File: config.mk
export PLATFORM = sky130hd
export DESIGN_NAME = adcr_top
export DESIGN_NICKNAME = d
export VERILOG_FILES = /design/src/adcr_pkg.sv /design/src/adcr_top.sv
export SDC_FILE = /design/constraint.sdc
export NUM_CORES = 1
export LEC_CHECK = 0
export BUFFER_PORTS_ARGS = -buffer_cell sky130_fd_sc_hd__buf_2
export CAP_MARGIN = 20
export CORE_ASPECT_RATIO = 1.5
export CORE_MARGIN = 3
export CORE_UTILIZATION = 56
export DETAILED_ROUTE_END_ITERATION = 10
export PLACE_DENSITY = 0.86
export SLEW_MARGIN = 20
export SYNTH_ARGS = -nofsm -noshare
export SYNTH_HDL_FRONTEND = slang
export SYNTH_SLANG_ARGS = --single-unit
File: constraint.sdc
create_clock -name clk_i -period 2 [get_ports clk_i]
set_input_delay 0.2 -clock clk_i [delete_from_list [all_inputs] [get_ports clk_i]]
set_output_delay 0.2 -clock clk_i [all_outputs]
set_load 0.02 [all_outputs]
File: src/adcr_pkg.sv
// Shared constants and types for the converter control block
package adcr_pkg;

    // Register bus
    localparam int unsigned ADDR_W = 8;
    localparam int unsigned DATA_W = 8;

    typedef struct packed {
        logic [ADDR_W-1:0] addr;
        logic [DATA_W-1:0] wdata;
        logic              wr;
        logic              rd;
    } adcr_bus_req_t;

    // Register byte addresses
    localparam logic [ADDR_W-1:0] OFS_STATUS_CONTROL = 8'h40;
    localparam logic [ADDR_W-1:0] OFS_RESULT_HIGH    = 8'h41;
    localparam logic [ADDR_W-1:0] OFS_RESULT_LOW     = 8'h42;
    localparam logic [ADDR_W-1:0] OFS_CLOCK_CONFIG   = 8'h43;

    // Status/control field positions
    localparam int unsigned SC_DONE_BIT = 7;
    localparam int unsigned SC_IEN_BIT  = 6;
    localparam int unsigned SC_CONT_BIT = 5;
    localparam int unsigned SC_CHAN_LSB = 0;
    localparam int unsigned CHAN_W      = 5;

    // Clock config field positions
    localparam int unsigned CK_DIV_LSB  = 5;
    localparam int unsigned DIV_W       = 3;
    localparam int unsigned CK_ICLK_BIT = 4;
    localparam int unsigned CK_MODE_LSB = 2;
    localparam int unsigned MODE_W      = 2;

    // Reset values
    localparam logic [CHAN_W-1:0] CHAN_RESET  = 5'h1f;
    localparam logic [DIV_W-1:0]  DIV_RESET   = 3'h0;
    localparam logic              ICLK_RESET  = 1'b0;

    // Channel codes
    localparam logic [CHAN_W-1:0] CHAN_EXT_LAST = 5'h09;
    localparam logic [CHAN_W-1:0] CHAN_REF_HIGH = 5'h1d;
    localparam logic [CHAN_W-1:0] CHAN_REF_LOW  = 5'h1e;
    localparam logic [CHAN_W-1:0] CHAN_FACTORY  = 5'h1b;
    localparam logic [CHAN_W-1:0] CHAN_OFF      = 5'h1f;

    // Result formats
    typedef enum logic [1:0] {
        FMT_TRUNC8   = 2'b00,
        FMT_RIGHT    = 2'b01,
        FMT_LEFT     = 2'b10,
        FMT_LEFT_SGN = 2'b11
    } adcr_fmt_t;

    localparam adcr_fmt_t FMT_RESET = FMT_RIGHT;

    // Conversion
    localparam int unsigned RES_W      = 10;
    localparam int unsigned CONV_TICKS = 16;
    localparam int unsigned CNT_W      = 5;
    localparam int unsigned PRE_W      = 4;

    typedef enum logic [0:0] {
        ST_IDLE = 1'b0,
        ST_CONV = 1'b1
    } adcr_state_t;

endpackage

File: src/adcr_top.sv
// Converter control, clock prescaler and result registers
//
// Function
// - Status/control write aborts, restarts conversion
// - Done flag sets per conversion; continuous: once
// - Done clears on control write, low result read
// - Interrupt enabled: done flag plain read/write
// - Interrupt per conversion, cleared by control write, low result read
// - Continuous repeats conversions, else exactly one
// - Five-bit channel field selects input
// - All-ones channel powers converter down
// - Unused codes undefined; factory code forbidden
// - Left format: high holds top eight
// - Left format: low holds two LSBs high
// - Right format: high two MSBs, low eight
// - High read freezes low until read
// - Truncation: low holds top eight, no lock
// - Three-bit prescaler divides 1 to 16
// - Clock select: one bus, zero crystal
// - Format field codes; reset right-justified
// - Signed format inverts result top bit
// - Conversion counts 16 ticks, 15 to 16 tick periods
// - Continuous results overwrite unread results
`timescale 1ns/1ps
`default_nettype none

module adcr_top
(
    // Clock and reset
    input  wire logic                          clk_i,
    input  wire logic                          reset_n_i,
    // Register port
    input  wire adcr_pkg::adcr_bus_req_t       bus_i,
    output logic [adcr_pkg::DATA_W-1:0]        rdata_o,
    // External crystal clock, sampled as a pin
    input  wire logic                          xtal_clk_i,
    // Converter core
    output logic [adcr_pkg::CHAN_W-1:0]        channel_select_o,
    output logic                               core_power_en_o,
    output logic                               conv_start_o,
    output logic                               conv_busy_o,
    output logic                               adc_tick_o,
    output logic                               factory_code_o,
    input  wire logic [adcr_pkg::RES_W-1:0]    core_result_i,
    // Interrupt request
    output logic                               irq_o
);
    import adcr_pkg::*;

    // Prescaler mask for a divide code
    function automatic logic [PRE_W-1:0] div_mask(
        input logic [DIV_W-1:0] code
    );
        logic [PRE_W-1:0] m;
        m = 4'hf;
        case (code)
            3'h0: m = 4'h0;
            3'h1: m = 4'h1;
            3'h2: m = 4'h3;
            3'h3: m = 4'h7;
            default: m = 4'hf;
        endcase
        return m;
    endfunction

    // Register address hit
    function automatic logic hit(
        input adcr_bus_req_t   b,
        input logic            strobe,
        input logic [ADDR_W-1:0] ofs
    );
        return strobe && (b.addr == ofs);
    endfunction

    // Register state
    logic                done_q;
    logic                ien_q;
    logic                cont_q;
    logic [CHAN_W-1:0]   chan_q;
    logic [DIV_W-1:0]    div_q;
    logic                iclk_q;
    adcr_fmt_t           fmt_q;
    logic [RES_W-1:0]    res_q;
    logic [DATA_W-1:0]   low_hold_q;
    logic                freeze_q;
    logic                first_q;
    logic                irq_q;
    logic [DATA_W-1:0]   rdata_q;

    // Conversion state
    adcr_state_t         state_q;
    logic [CNT_W-1:0]    tick_cnt_q;
    logic                start_q;
    logic [PRE_W-1:0]    pre_cnt_q;

    // Crystal sampler
    logic                xs1_q;
    logic                xs2_q;
    logic                xs3_q;
    logic                xlvl_q;

    // Decoded accesses
    logic wr_sc;
    logic wr_ck;
    logic rd_hi;
    logic rd_lo;
    logic justified;
    logic in_tick;
    logic adc_tick;
    logic conv_done;
    logic start_now;
    logic [DATA_W-1:0] hi_fmt;
    logic [DATA_W-1:0] lo_fmt;
    logic [DATA_W-1:0] rd_mux;

    assign wr_sc = hit(bus_i, bus_i.wr, OFS_STATUS_CONTROL);
    assign wr_ck = hit(bus_i, bus_i.wr, OFS_CLOCK_CONFIG);
    assign rd_hi = hit(bus_i, bus_i.rd, OFS_RESULT_HIGH);
    assign rd_lo = hit(bus_i, bus_i.rd, OFS_RESULT_LOW);
    assign justified = (fmt_q != FMT_TRUNC8);

    // Crystal pin: three flops, change taken once stages agree
    always_ff @(posedge clk_i) begin
        if (!reset_n_i) begin
            xs1_q  <= 1'b0;
            xs2_q  <= 1'b0;
            xs3_q  <= 1'b0;
            xlvl_q <= 1'b0;
        end else begin
            xs1_q <= xtal_clk_i;
            xs2_q <= xs1_q;
            xs3_q <= xs2_q;
            if (xs2_q == xs3_q) begin
                xlvl_q <= xs3_q;
            end
        end
    end

    // input clock choice
    // Crystal edges are only seen if no faster than a quarter of the bus clock
    assign in_tick = iclk_q ? 1'b1
                            : (xs2_q && xs3_q && !xlvl_q);

    // prescaler divide ratio
    // Free running, so the first tick lands at a fraction
    always_ff @(posedge clk_i) begin
        if (!reset_n_i) begin
            pre_cnt_q <= '0;
        end else if (in_tick) begin
            if ((pre_cnt_q & div_mask(div_q)) == div_mask(div_q)) begin
                pre_cnt_q <= '0;
            end else begin
                pre_cnt_q <= pre_cnt_q + 4'h1;
            end
        end
    end

    assign adc_tick = in_tick
        && ((pre_cnt_q & div_mask(div_q)) == div_mask(div_q));

    assign start_now = wr_sc
        && (bus_i.wdata[SC_CHAN_LSB +: CHAN_W] != CHAN_OFF);

    assign conv_done = (state_q == ST_CONV) && adc_tick
        && (tick_cnt_q == CNT_W'(CONV_TICKS - 1))
        && !wr_sc;

    // Conversion sequencer
    always_ff @(posedge clk_i) begin
        if (!reset_n_i) begin
            state_q    <= ST_IDLE;
            tick_cnt_q <= '0;
        end else begin
            case (state_q)
                ST_IDLE: begin
                    if (start_now) begin
                        state_q    <= ST_CONV;
                        tick_cnt_q <= '0;
                    end
                end
                ST_CONV: begin
                    if (wr_sc) begin
                        state_q    <= start_now ? ST_CONV : ST_IDLE;
                        tick_cnt_q <= '0;
                    end else if (conv_done) begin
                        state_q    <= cont_q ? ST_CONV : ST_IDLE;
                        tick_cnt_q <= '0;
                    end else if (adc_tick) begin
                        tick_cnt_q <= tick_cnt_q + 5'h01;
                    end
                end
                default: begin
                    state_q    <= ST_IDLE;
                    tick_cnt_q <= '0;
                end
            endcase
        end
    end

    // Start pulse to the core, also on each continuous restart
    always_ff @(posedge clk_i) begin
        if (!reset_n_i) begin
            start_q <= 1'b0;
        end else begin
            start_q <= start_now || (conv_done && cont_q);
        end
    end

    // Status/control fields
    always_ff @(posedge clk_i) begin
        if (!reset_n_i) begin
            ien_q  <= 1'b0;
            cont_q <= 1'b0;
            chan_q <= CHAN_RESET;
        end else if (wr_sc) begin
            ien_q  <= bus_i.wdata[SC_IEN_BIT];
            cont_q <= bus_i.wdata[SC_CONT_BIT];
            chan_q <= bus_i.wdata[SC_CHAN_LSB +: CHAN_W];
        end
    end

    // Continuous mode: only the first result sets done
    always_ff @(posedge clk_i) begin
        if (!reset_n_i) begin
            first_q <= 1'b1;
        end else if (wr_sc) begin
            first_q <= 1'b1;
        end else if (conv_done) begin
            first_q <= 1'b0;
        end
    end

    // Done flag
    always_ff @(posedge clk_i) begin
        if (!reset_n_i) begin
            done_q <= 1'b0;
        end else if (ien_q) begin
            if (wr_sc) begin
                done_q <= bus_i.wdata[SC_DONE_BIT];
            end
        end else if (conv_done && (!cont_q || first_q)) begin
            done_q <= 1'b1;
        end else if (wr_sc || rd_lo) begin
            done_q <= 1'b0;
        end
    end

    // held until an access clears it
    always_ff @(posedge clk_i) begin
        if (!reset_n_i) begin
            irq_q <= 1'b0;
        end else if (conv_done && ien_q) begin
            irq_q <= 1'b1;
        end else if (wr_sc || rd_lo) begin
            irq_q <= 1'b0;
        end
    end

    // Clock config fields
    always_ff @(posedge clk_i) begin
        if (!reset_n_i) begin
            div_q  <= DIV_RESET;
            iclk_q <= ICLK_RESET;
            fmt_q  <= FMT_RESET;
        end else if (wr_ck) begin
            div_q  <= bus_i.wdata[CK_DIV_LSB +: DIV_W];
            iclk_q <= bus_i.wdata[CK_ICLK_BIT];
            fmt_q  <= adcr_fmt_t'(bus_i.wdata[CK_MODE_LSB +: MODE_W]);
        end
    end

    always_ff @(posedge clk_i) begin
        if (!reset_n_i) begin
            freeze_q <= 1'b0;
        end else if (rd_lo || !justified) begin
            freeze_q <= 1'b0;
        end else if (rd_hi) begin
            freeze_q <= 1'b1;
        end
    end

    always_ff @(posedge clk_i) begin
        if (!reset_n_i) begin
            res_q <= '0;
        end else if (conv_done && !(freeze_q && justified)) begin
            res_q <= core_result_i;
        end
    end

    // Formatting of the stored result
    always_comb begin
        hi_fmt = '0;
        lo_fmt = '0;
        case (fmt_q)
            FMT_TRUNC8: begin
                lo_fmt = res_q[RES_W-1 -: DATA_W];
            end
            FMT_RIGHT: begin
                hi_fmt = {6'h00, res_q[RES_W-1 -: 2]};
                lo_fmt = res_q[DATA_W-1:0];
            end
            FMT_LEFT: begin
                hi_fmt = res_q[RES_W-1 -: DATA_W];
                lo_fmt = {res_q[1:0], 6'h00};
            end
            FMT_LEFT_SGN: begin
                hi_fmt = {~res_q[RES_W-1], res_q[RES_W-2 -: DATA_W-1]};
                lo_fmt = {res_q[1:0], 6'h00};
            end
            default: begin
                hi_fmt = '0;
                lo_fmt = '0;
            end
        endcase
    end

    // Low half captured at the high read for the interlock
    always_ff @(posedge clk_i) begin
        if (!reset_n_i) begin
            low_hold_q <= '0;
        end else if (rd_hi && justified && !freeze_q) begin
            low_hold_q <= lo_fmt;
        end
    end

    // Read multiplexer; unmapped addresses read zero
    always_comb begin
        rd_mux = '0;
        case (bus_i.addr)
            OFS_STATUS_CONTROL: begin
                rd_mux = {done_q, ien_q, cont_q, chan_q};
            end
            OFS_RESULT_HIGH: begin
                rd_mux = hi_fmt;
            end
            OFS_RESULT_LOW: begin
                rd_mux = (freeze_q && justified) ? low_hold_q : lo_fmt;
            end
            OFS_CLOCK_CONFIG: begin
                rd_mux = {div_q, iclk_q, fmt_q, 2'b00};
            end
            default: begin
                rd_mux = '0;
            end
        endcase
    end

    // Read data one cycle after the strobe, zero otherwise
    always_ff @(posedge clk_i) begin
        if (!reset_n_i) begin
            rdata_q <= '0;
        end else begin
            rdata_q <= bus_i.rd ? rd_mux : '0;
        end
    end

    // flag the factory code; unused codes pass through
    assign factory_code_o   = (chan_q == CHAN_FACTORY);
    assign channel_select_o = chan_q;
    assign core_power_en_o  = (chan_q != CHAN_OFF);
    assign conv_start_o     = start_q;
    assign conv_busy_o      = (state_q == ST_CONV);
    assign adc_tick_o       = adc_tick && core_power_en_o;
    assign irq_o            = irq_q;
    assign rdata_o          = rdata_q;

endmodule

`default_nettype wire
# After elaboration in Yosys (flattened, before gate mapping)
# Cells that the tools add are included.
# Widths: inputs -> output; s select.
[word_totals]
out_inout_bits = 19
ff_bits = 58
input_bits = 31
[classes]
n_eq_ne = 20
mux = 24
addsub = 2
n_bitwise = 5
n_reduce_logical = 40
[ops]
columns = ["cell", "n"]
rows = [
  ["$pmux 8 s3", 2],
  ["$eq 8x7->1 const B", 4],
  ["$pmux 8 s4", 1],
  ["$mux 5", 4],
  ["$logic_and 1x1->1", 19],
  ["$pmux 4 s4", 1],
  ["$mux 4", 3],
  ["$mux 1", 10],
  ["$ne 5x5->1 const B", 2],
  ["$pmux 5 s2", 1],
  ["$and 4x4->4", 2],
  ["$eq 4x4->1", 2],
  ["$mux 8", 1],
  ["$eq 3x2->1 const B", 2],
  ["$logic_not 1->1", 6],
  ["$reduce_and 2->1", 3],
  ["$reduce_or 2->1", 3],
  ["$add 5x1->5 const B", 1],
  ["$eq 5x4->1 const B", 1],
  ["$eq 5x5->1 const B", 1],
  ["$add 4x1->4 const B", 1],
  ["$eq 2x2->1 const B", 2],
  ["$logic_or 1x1->1", 4],
  ["$ne 4x1->1 const B", 1],
  ["11 further kinds", 14],
]

# Logic depth before layout (Yosys ltp)
# Gate-level depths: netlist of the first run.
[depth]
ltp_word = 11
depth_mapped = 8
ltp_nobuf = 6

# Worst setup path after synthesis of the first run
# Ideal clock, no wire load.
[synth_path]
kind = "flip-flop to flip-flop"
start = "register xs3_q"
end = "register res_q[2]"
setup_ns = 0.132
n_path_buf = 1
setup_slack_ns = 0.291
required_time_ns = 1.868
path_stages_with_launch = 8
synth_period_minus_slack_ns = 1.709
arrival_time_ns = 1.576
cell_sequence = "dfxtp_1 ha_1 nor2b_1 a2bb2oi_1 nand4_1 clkbuf_1 o31ai_1 a21oi_1"
[synth_via]
elab_chain_cells = 8
[synth_rtl]
columns = ["item", "line_no", "text"]
rows = [
  ["start, declared", "adcr_top.sv:99", "logic xs3_q;"],
  ["start signal, assigned", "adcr_top.sv:132", "xs3_q <= xs2_q;"],
  ["$logic_and 1x1->1 (2 in series)", "adcr_top.sv:142", ": (xs2_q && xs3_q && !xlvl_q);"],
  ["$mux 1", "adcr_top.sv:141", "assign in_tick = iclk_q ? 1'b1"],
  ["$logic_and 1x1->1", "adcr_top.sv:159", "&& ((pre_cnt_q & div_mask(div_q)) == div_mask(div_q));"],
  ["$logic_and 1x1->1", "adcr_top.sv:164", "assign conv_done = (state_q == ST_CONV) && adc_tick"],
  ["$logic_and 1x1->1", "adcr_top.sv:165", "&& (tick_cnt_q == CNT_W'(CONV_TICKS - 1))"],
  ["$logic_and 1x1->1", "adcr_top.sv:166", "&& !wr_sc;"],
  ["$logic_and 1x1->1", "adcr_top.sv:285", "end else if (conv_done && !(freeze_q && justified)) begin"],
  ["end signal, assigned", "adcr_top.sv:286", "res_q <= core_result_i;"],
  ["end, declared", "adcr_top.sv:83", "logic [RES_W-1:0] res_q;"],
]
# Every way passes these cells.
# A chain may end at the register's enable or synchronous reset.

# Worst setup path after layout of the first run
[layout_path]
start = "register xs2_q"
end = "output port adc_tick_o"
[layout_via]
elab_chain_cells = 5
[layout_rtl]
columns = ["item", "line_no", "text"]
rows = [
  ["start, declared", "adcr_top.sv:98", "logic xs2_q;"],
  ["start signal, assigned", "adcr_top.sv:131", "xs2_q <= xs1_q;"],
  ["$logic_and 1x1->1 (2 in series)", "adcr_top.sv:142", ""],
  ["$mux 1", "adcr_top.sv:141", ""],
  ["$logic_and 1x1->1", "adcr_top.sv:159", ""],
  ["$logic_and 1x1->1", "adcr_top.sv:363", "assign adc_tick_o = adc_tick && core_power_en_o;"],
  ["end, declared", "adcr_top.sv:42", "output logic adc_tick_o,"],
]
# Every way passes these cells.

==> results.sh, run 1 <==
export IMPL_outcome="finished, final reports clean"
export IMPL_max_vdd_ir_drop_v=0.000618
export IMPL_seq_area_frac_synth_pct=39.4
export IMPL_antenna_cells=0
export IMPL_syn_inst=354
export IMPL_root_buffer="clkbuf_8"
export IMPL_syn_nets=389
export IMPL_nNetsFinal=442
export IMPL_cts_inserted_buffers=9
export IMPL_crit_chain="ha_1 > nor2b_4 > a2bb2oi_2 > nand3_2 > a21oi_1 > buf_4"
export IMPL_ys_types=49
export IMPL_whs_path_depth=2
export IMPL_fillers=418
export IMPL_synth_seq_cells=58
export IMPL_drc_errors=0
export IMPL_die_x_microns=65.2
export IMPL_die_area_sq_um=6180
export IMPL_yosysTopAreaCellShare_pct=39.4
export IMPL_grt_pass1_wl_microns=13000
export IMPL_cp_required_ns=1.80
export IMPL_synth_yosys_warnings=0
export IMPL_finalHoldViolCount=0
export IMPL_slowest_delay_ns=0.34
export IMPL_synth_most_common_cell="dfxtp_1"
export IMPL_dp_hpwl_microns=5740
export IMPL_cp_arrival_ns=1.71
export IMPL_avgSynthCellArea_sq_um=8.32
export IMPL_start_kind="register"
export IMPL_crit_fanout=6
export IMPL_dr_pass1_iters=4
export IMPL_finalMaxSlewViolations=0
export IMPL_overflow=0
export IMPL_final_util_pct=70.7
export IMPL_clk_latency_ns=0.35
export IMPL_synth_area_top_cells="dfxtp_1 (39%), mux2i_1 (8.5%), nand2_1 (5.7%)"
export IMPL_drtIter0Drc=223
export IMPL_grt_pass1_vias=2763
export IMPL_worst_pin_slew_ns=0.677
export IMPL_fmax_mhz=523
export IMPL_period_share_pct=95.6
export IMPL_drive_gt1_share_pct=22.6
export IMPL_r2r_cells=7
export IMPL_place_congestion=0.904
export IMPL_setup_tns_ns=0
export IMPL_route_vias_total=2851
export IMPL_path_class="reg2out"
export IMPL_synthTopCellsByCount="dfxtp_1 (58), nand2_1 (45), nor2_1 (34)"
export IMPL_async_flop_share_pct=0
export IMPL_cts_sinks=58
export IMPL_final_antenna_net_count=0
export IMPL_hold_class="in2reg"
export IMPL_powerDensity_nw_per_um2=667
export IMPL_wl_microns=7980
export IMPL_finalClockSkew_ns=0.00589
export IMPL_dieHeight_microns=94.8
export IMPL_track_usage_pct=27.6
export IMPL_grt_antenna_before_repair=0
export IMPL_port_buffers=49
export IMPL_endpoint_kind="primary output"
export IMPL_syn_cell_area_sq_um=2940
export IMPL_period_needed_ns=1.91
export IMPL_synthFlopType="dfxtp_1"
export IMPL_via_per_inst=5.98
export IMPL_p_leak_nw=1.39
export IMPL_grt_max_degree=32
export IMPL_cts_clk_slew_worst_paths_ns=0.06
export IMPL_areaGrowthSynthToFinish_pct=19.2
export IMPL_clock_path_buffers=2
export IMPL_placed_cell_area_sq_um=3300
export IMPL_routedWlPerCell_microns=16.7
export IMPL_setup_viol=0
export IMPL_synth_top_area_cell="dfxtp_1"
export IMPL_cts_tree="built"
export IMPL_ios=50
export IMPL_max_cap_viol_count=0
export IMPL_slew_headroom_pct=54.9
export IMPL_rows=31
export IMPL_slowest_stage="dfxtp_1"
export IMPL_htreeDepth=3
export IMPL_cts_hold_buf=0
export IMPL_core_area_sq_um=4960
export IMPL_initial_core_util_pct=59.3
export IMPL_synth_edff_count=0
export IMPL_stdcell_area_sq_um=3510
[sequential cells by signal (all words and copies together), names as in the netlist, 2 cells and up]
signal,count
res_q,10
low_hold_q,8
rdata_o,8
channel_select_o,5
tick_cnt_q,5
pre_cnt_q,4
div_q,3
fmt_q,2
[critical path: cells and delay by family, from the launching register on]
family,cells,cell delay (ns)
and+or+nand+nor,2,0.33
buffers and inverters,1,0.16
DFF,1,0.34
AOI/OAI and AO/OA,2,0.38
adders and majority gates,1,0.16
[through the flow]
stage                     cells  total power, mW  setup WS (ns)  hold WS [ns]
after floorplan             354             1.25          0.291         0.322
final                       477             2.34         0.0890        0.0629
after global routing        477             2.40        -0.0248        0.0748
after CTS                   476             2.34         0.0273        0.0591
after global placement      461             1.31          0.233         0.408
after detailed placement    461             1.32          0.113         0.414
[placed cells by master (no fill, tap or decap), types with 2 or more instances in the layout]
master	instances
a211oi_1	2
a21oi_1	26
a22oi_1	4
a311o_1	2
a311oi_1	3
a31oi_1	5
and2_0	2
and2_1	5
and3_1	5
and4_1	2
buf_2	48
buf_4	21
clkbuf_1	2
clkbuf_8	10
clkinv_2	2
dfxtp_1	58
ha_1	3
inv_1	5
mux2i_1	25
nand2_1	45
nand2b_1	7
nand3_1	14
nand3_2	2
nand3b_1	2
nand4_1	14
nor2_1	34
nor2b_1	4
nor3b_1	3
o211ai_1	5
o21a_1	3
o21ai_0	7
o21ai_1	4
o311ai_0	3
o31ai_1	11
xor2_1	3
[timing repair]
item	CTS	global route
pin swaps	0	0
buffers inserted	0	1
gates resized for setup	1	4
setup endpoints to repair	1	2
gates cloned	0	0
[layout make-up]
type	instances	area, sq um	share of cell area, %
clock buffers	12	145	4.14
clock inverters	3	40.0	1.14
inverters	5	18.8	0.535
multi-input cells	264	1660	47.4
flip-flops and latches	58	1160	33.1
well taps	66	82.6	2.35
repair buffers	69	398	11.3
[cell families (layout without fill, tap and decap cells)]
family,after synthesis,in the layout,synth area share [%]
compound gates,84,84,18.9
xor+xnor,3,3,0.893
fa+ha+maj,4,4,1.70
buf+inv,32,89,4.59
flops,58,58,39.4
mux,26,26,8.88
simple gates,147,147,25.6
[per-layer routing]
| layer | GRT usage, % | vias up | routed length (microns) |
|---|---|---|---|
| li1 | - | 1384 | - |
| met1 | 30.4 | 1331 | 3010 |
| met2 | 47.3 | 107 | 4230 |
| met3 | 5.48 | 29 | 384 |
| met4 | 18.0 | 0 | 355 |
| met5 | 0 | - | 0 |
[path summary, 6_finish.rpt]
check                           slack, ns          to           from
worst max-delay path                 0.09  adc_tick_o          xs2_q
worst min-delay path                 0.06       xs1_q     xtal_clk_i
worst max register to register       0.15    res_q[4]  tick_cnt_q[0]
worst min register to register       0.47       xs2_q          xs1_q
[where the power goes]
part | internal [mW] | total, mW | switching [mW]
logic | 0.0519 | 0.126 | 0.0742
clock network | 0.598 | 1.05 | 0.447
registers | 1.16 | 1.17 | 0.00621
Note: power is estimated with default switching activity, not from simulation.
==> run 2, diff against run 1 <==
CORE_MARGIN = unset   (was 3)
==> run 2 against run 1 <==
Power grew 7.7%. Via count grew 2.1%. Final cell count grew 0.21%. Register-to-register slack is essentially flat. Critical path depth shrank 1. Highest routed layer unchanged. Fmax shrank 1.1%. Final area grew 1.6%. Global-route usage grew 4.3 points.
==> results.sh, run 2 (synthesized netlist as in run 1, its figures left out) <==
export IMPL_outcome="finished, final reports clean"
export IMPL_core_area_sq_um=5080
export IMPL_areaGrowthSynthToFinish_pct=21.1
export IMPL_crit_chain="nor2b_1 > o21ai_1 > nand3_4 > a21oi_1 > buf_2"
export IMPL_period_share_pct=96.6
export IMPL_fmax_mhz=517
export IMPL_drive_gt1_share_pct=22.9
export IMPL_grt_max_degree=24
export IMPL_htreeDepth=3
export IMPL_drc_errors=0
export IMPL_setup_ws_ns=0.0675
export IMPL_regMostFlops="res_q"
export IMPL_via_per_inst=6.09
export IMPL_final_common_cell="dfxtp_1"
export IMPL_finalMaxSlewViolations=0
export IMPL_die_x_microns=61.2
export IMPL_root_buffer="clkbuf_8"
export IMPL_drtIter0Drc=212
export IMPL_overflow=0
export IMPL_path_class="reg2out"
export IMPL_cp_arrival_ns=1.73
export IMPL_slew_headroom_pct=53.4
export IMPL_hold_class="in2reg"
export IMPL_crit_fanout=7
export IMPL_final_util_pct=70.1
export IMPL_max_cap_viol_count=0
export IMPL_layout_common_cells="dfxtp_1 (58), buf_2 (49), nand2_1 (45)"
export IMPL_dr_pass1_iters=5
export IMPL_grtUsageMet3_pct=6.02
export IMPL_nNetsFinal=440
export IMPL_endpoint_kind="primary output"
export IMPL_dp_hpwl_microns=5570
export IMPL_track_usage_pct=31.8
export IMPL_dieHeight_microns=90.8
export IMPL_largest_reg_flops=10
export IMPL_clk_latency_ns=0.35
export IMPL_start_kind="register"
export IMPL_max_vdd_ir_drop_v=0.000483
export IMPL_rsz0062_at_grt="false"
export IMPL_final_antenna_net_count=0
export IMPL_use_met2_pct=50.8
export IMPL_cts_clk_slew_worst_paths_ns=0.07
export IMPL_worst_pin_slew_ns=0.699
export IMPL_cp_required_ns=1.80
export IMPL_clock_path_buffers=2
export IMPL_ios=50
export IMPL_p_leak_nw=1.40
export IMPL_grt_pass1_vias=2835
export IMPL_fillers=412
export IMPL_routedWlPerCell_microns=16.8
export IMPL_grt_antenna_before_repair=0
export IMPL_grt_busiest_layer="met2"
export IMPL_finalClockSkew_ns=0.00610
export IMPL_initial_core_util_pct=57.9
export IMPL_cts_tree="built"
export IMPL_route_vias_total=2911
export IMPL_wl_microns=8030
export IMPL_setup_tns_ns=0
export IMPL_die_area_sq_um=5560
export IMPL_crit_buf_inv=1
export IMPL_place_congestion=0.915
export IMPL_powerDensity_nw_per_um2=707
export IMPL_cts_inserted_buffers=9
export IMPL_setup_viol=0
export IMPL_path_delay_family="compound AO/OA/AOI/OAI gates"
export IMPL_period_needed_ns=1.93
export IMPL_grt_pass1_wl_microns=13200
export IMPL_slowest_stage="dfxtp_1"
export IMPL_cts_sinks=58
export IMPL_dpl_worst_slack_ns=0.0542
export IMPL_grtUsageMet1_pct=36.3
export IMPL_port_buffers=49
export IMPL_finalHoldViolCount=0
export IMPL_rows=32
export IMPL_slowest_delay_ns=0.37
export IMPL_antenna_cells=0
run 2: timing repair:
action	4_1_cts	5_1_grt
buffers inserted	1	0
hold buffers	0	0
gates resized for setup	2	5
setup endpoints to repair	1	16
run 2: cell type report:
class | instances | area (sq um) | share of cell area (%)
Multi-Input combinational cell | 264 | 1690 | 47.5
Sequential cell | 58 | 1160 | 32.6
Timing Repair Buffer | 67 | 380 | 10.7
Clock buffer | 10 | 138 | 3.86
Clock inverter | 6 | 90.1 | 2.53
Tap cell | 68 | 85.1 | 2.39
Inverter | 5 | 18.8 | 0.527
run 2: report_power, final:
group	internal [mW]	switching (mW)
sequential	1.16	0.00643
combinational	0.0520	0.0766
clock	0.736	0.486
total	1.95	0.569
run 2: stage by stage:
step | power (mW) | area [sq um] | cells | hold WS, ns
after CTS | 2.52 | 3530 | 478 | 0.0505
after global routing | 2.58 | 3560 | 478 | 0.0536
after floorplan | 1.25 | 2940 | 354 | 0.322
final | 2.52 | 3560 | 478 | 0.0550
after global placement | 1.31 | 3290 | 461 | 0.408
after detailed placement | 1.32 | 3290 | 461 | 0.413
run 2: routing by layer:
metal  routed length [microns]  up-vias  part of all wire, %
li1                          -     1387                    -
met4                       376        0                  4.7
met1                      3050     1352                   38
met5                         0        -                    0
met3                       432       33                  5.4
met2                      4170      139                   52
run 2: worst paths after layout:
| check | slack [ns] | depth (start not counted) | endpoint | start |
|---|---|---|---|---|
| worst max register to register | 0.15 | 8 | res_q[2] | xs3_q |
| worst max-delay path | 0.07 | 5 | adc_tick_o | div_q[1] |
| worst min register to register | 0.45 | 1 | xs2_q | xs1_q |
| worst min-delay path | 0.06 | 2 | xs1_q | xtal_clk_i |
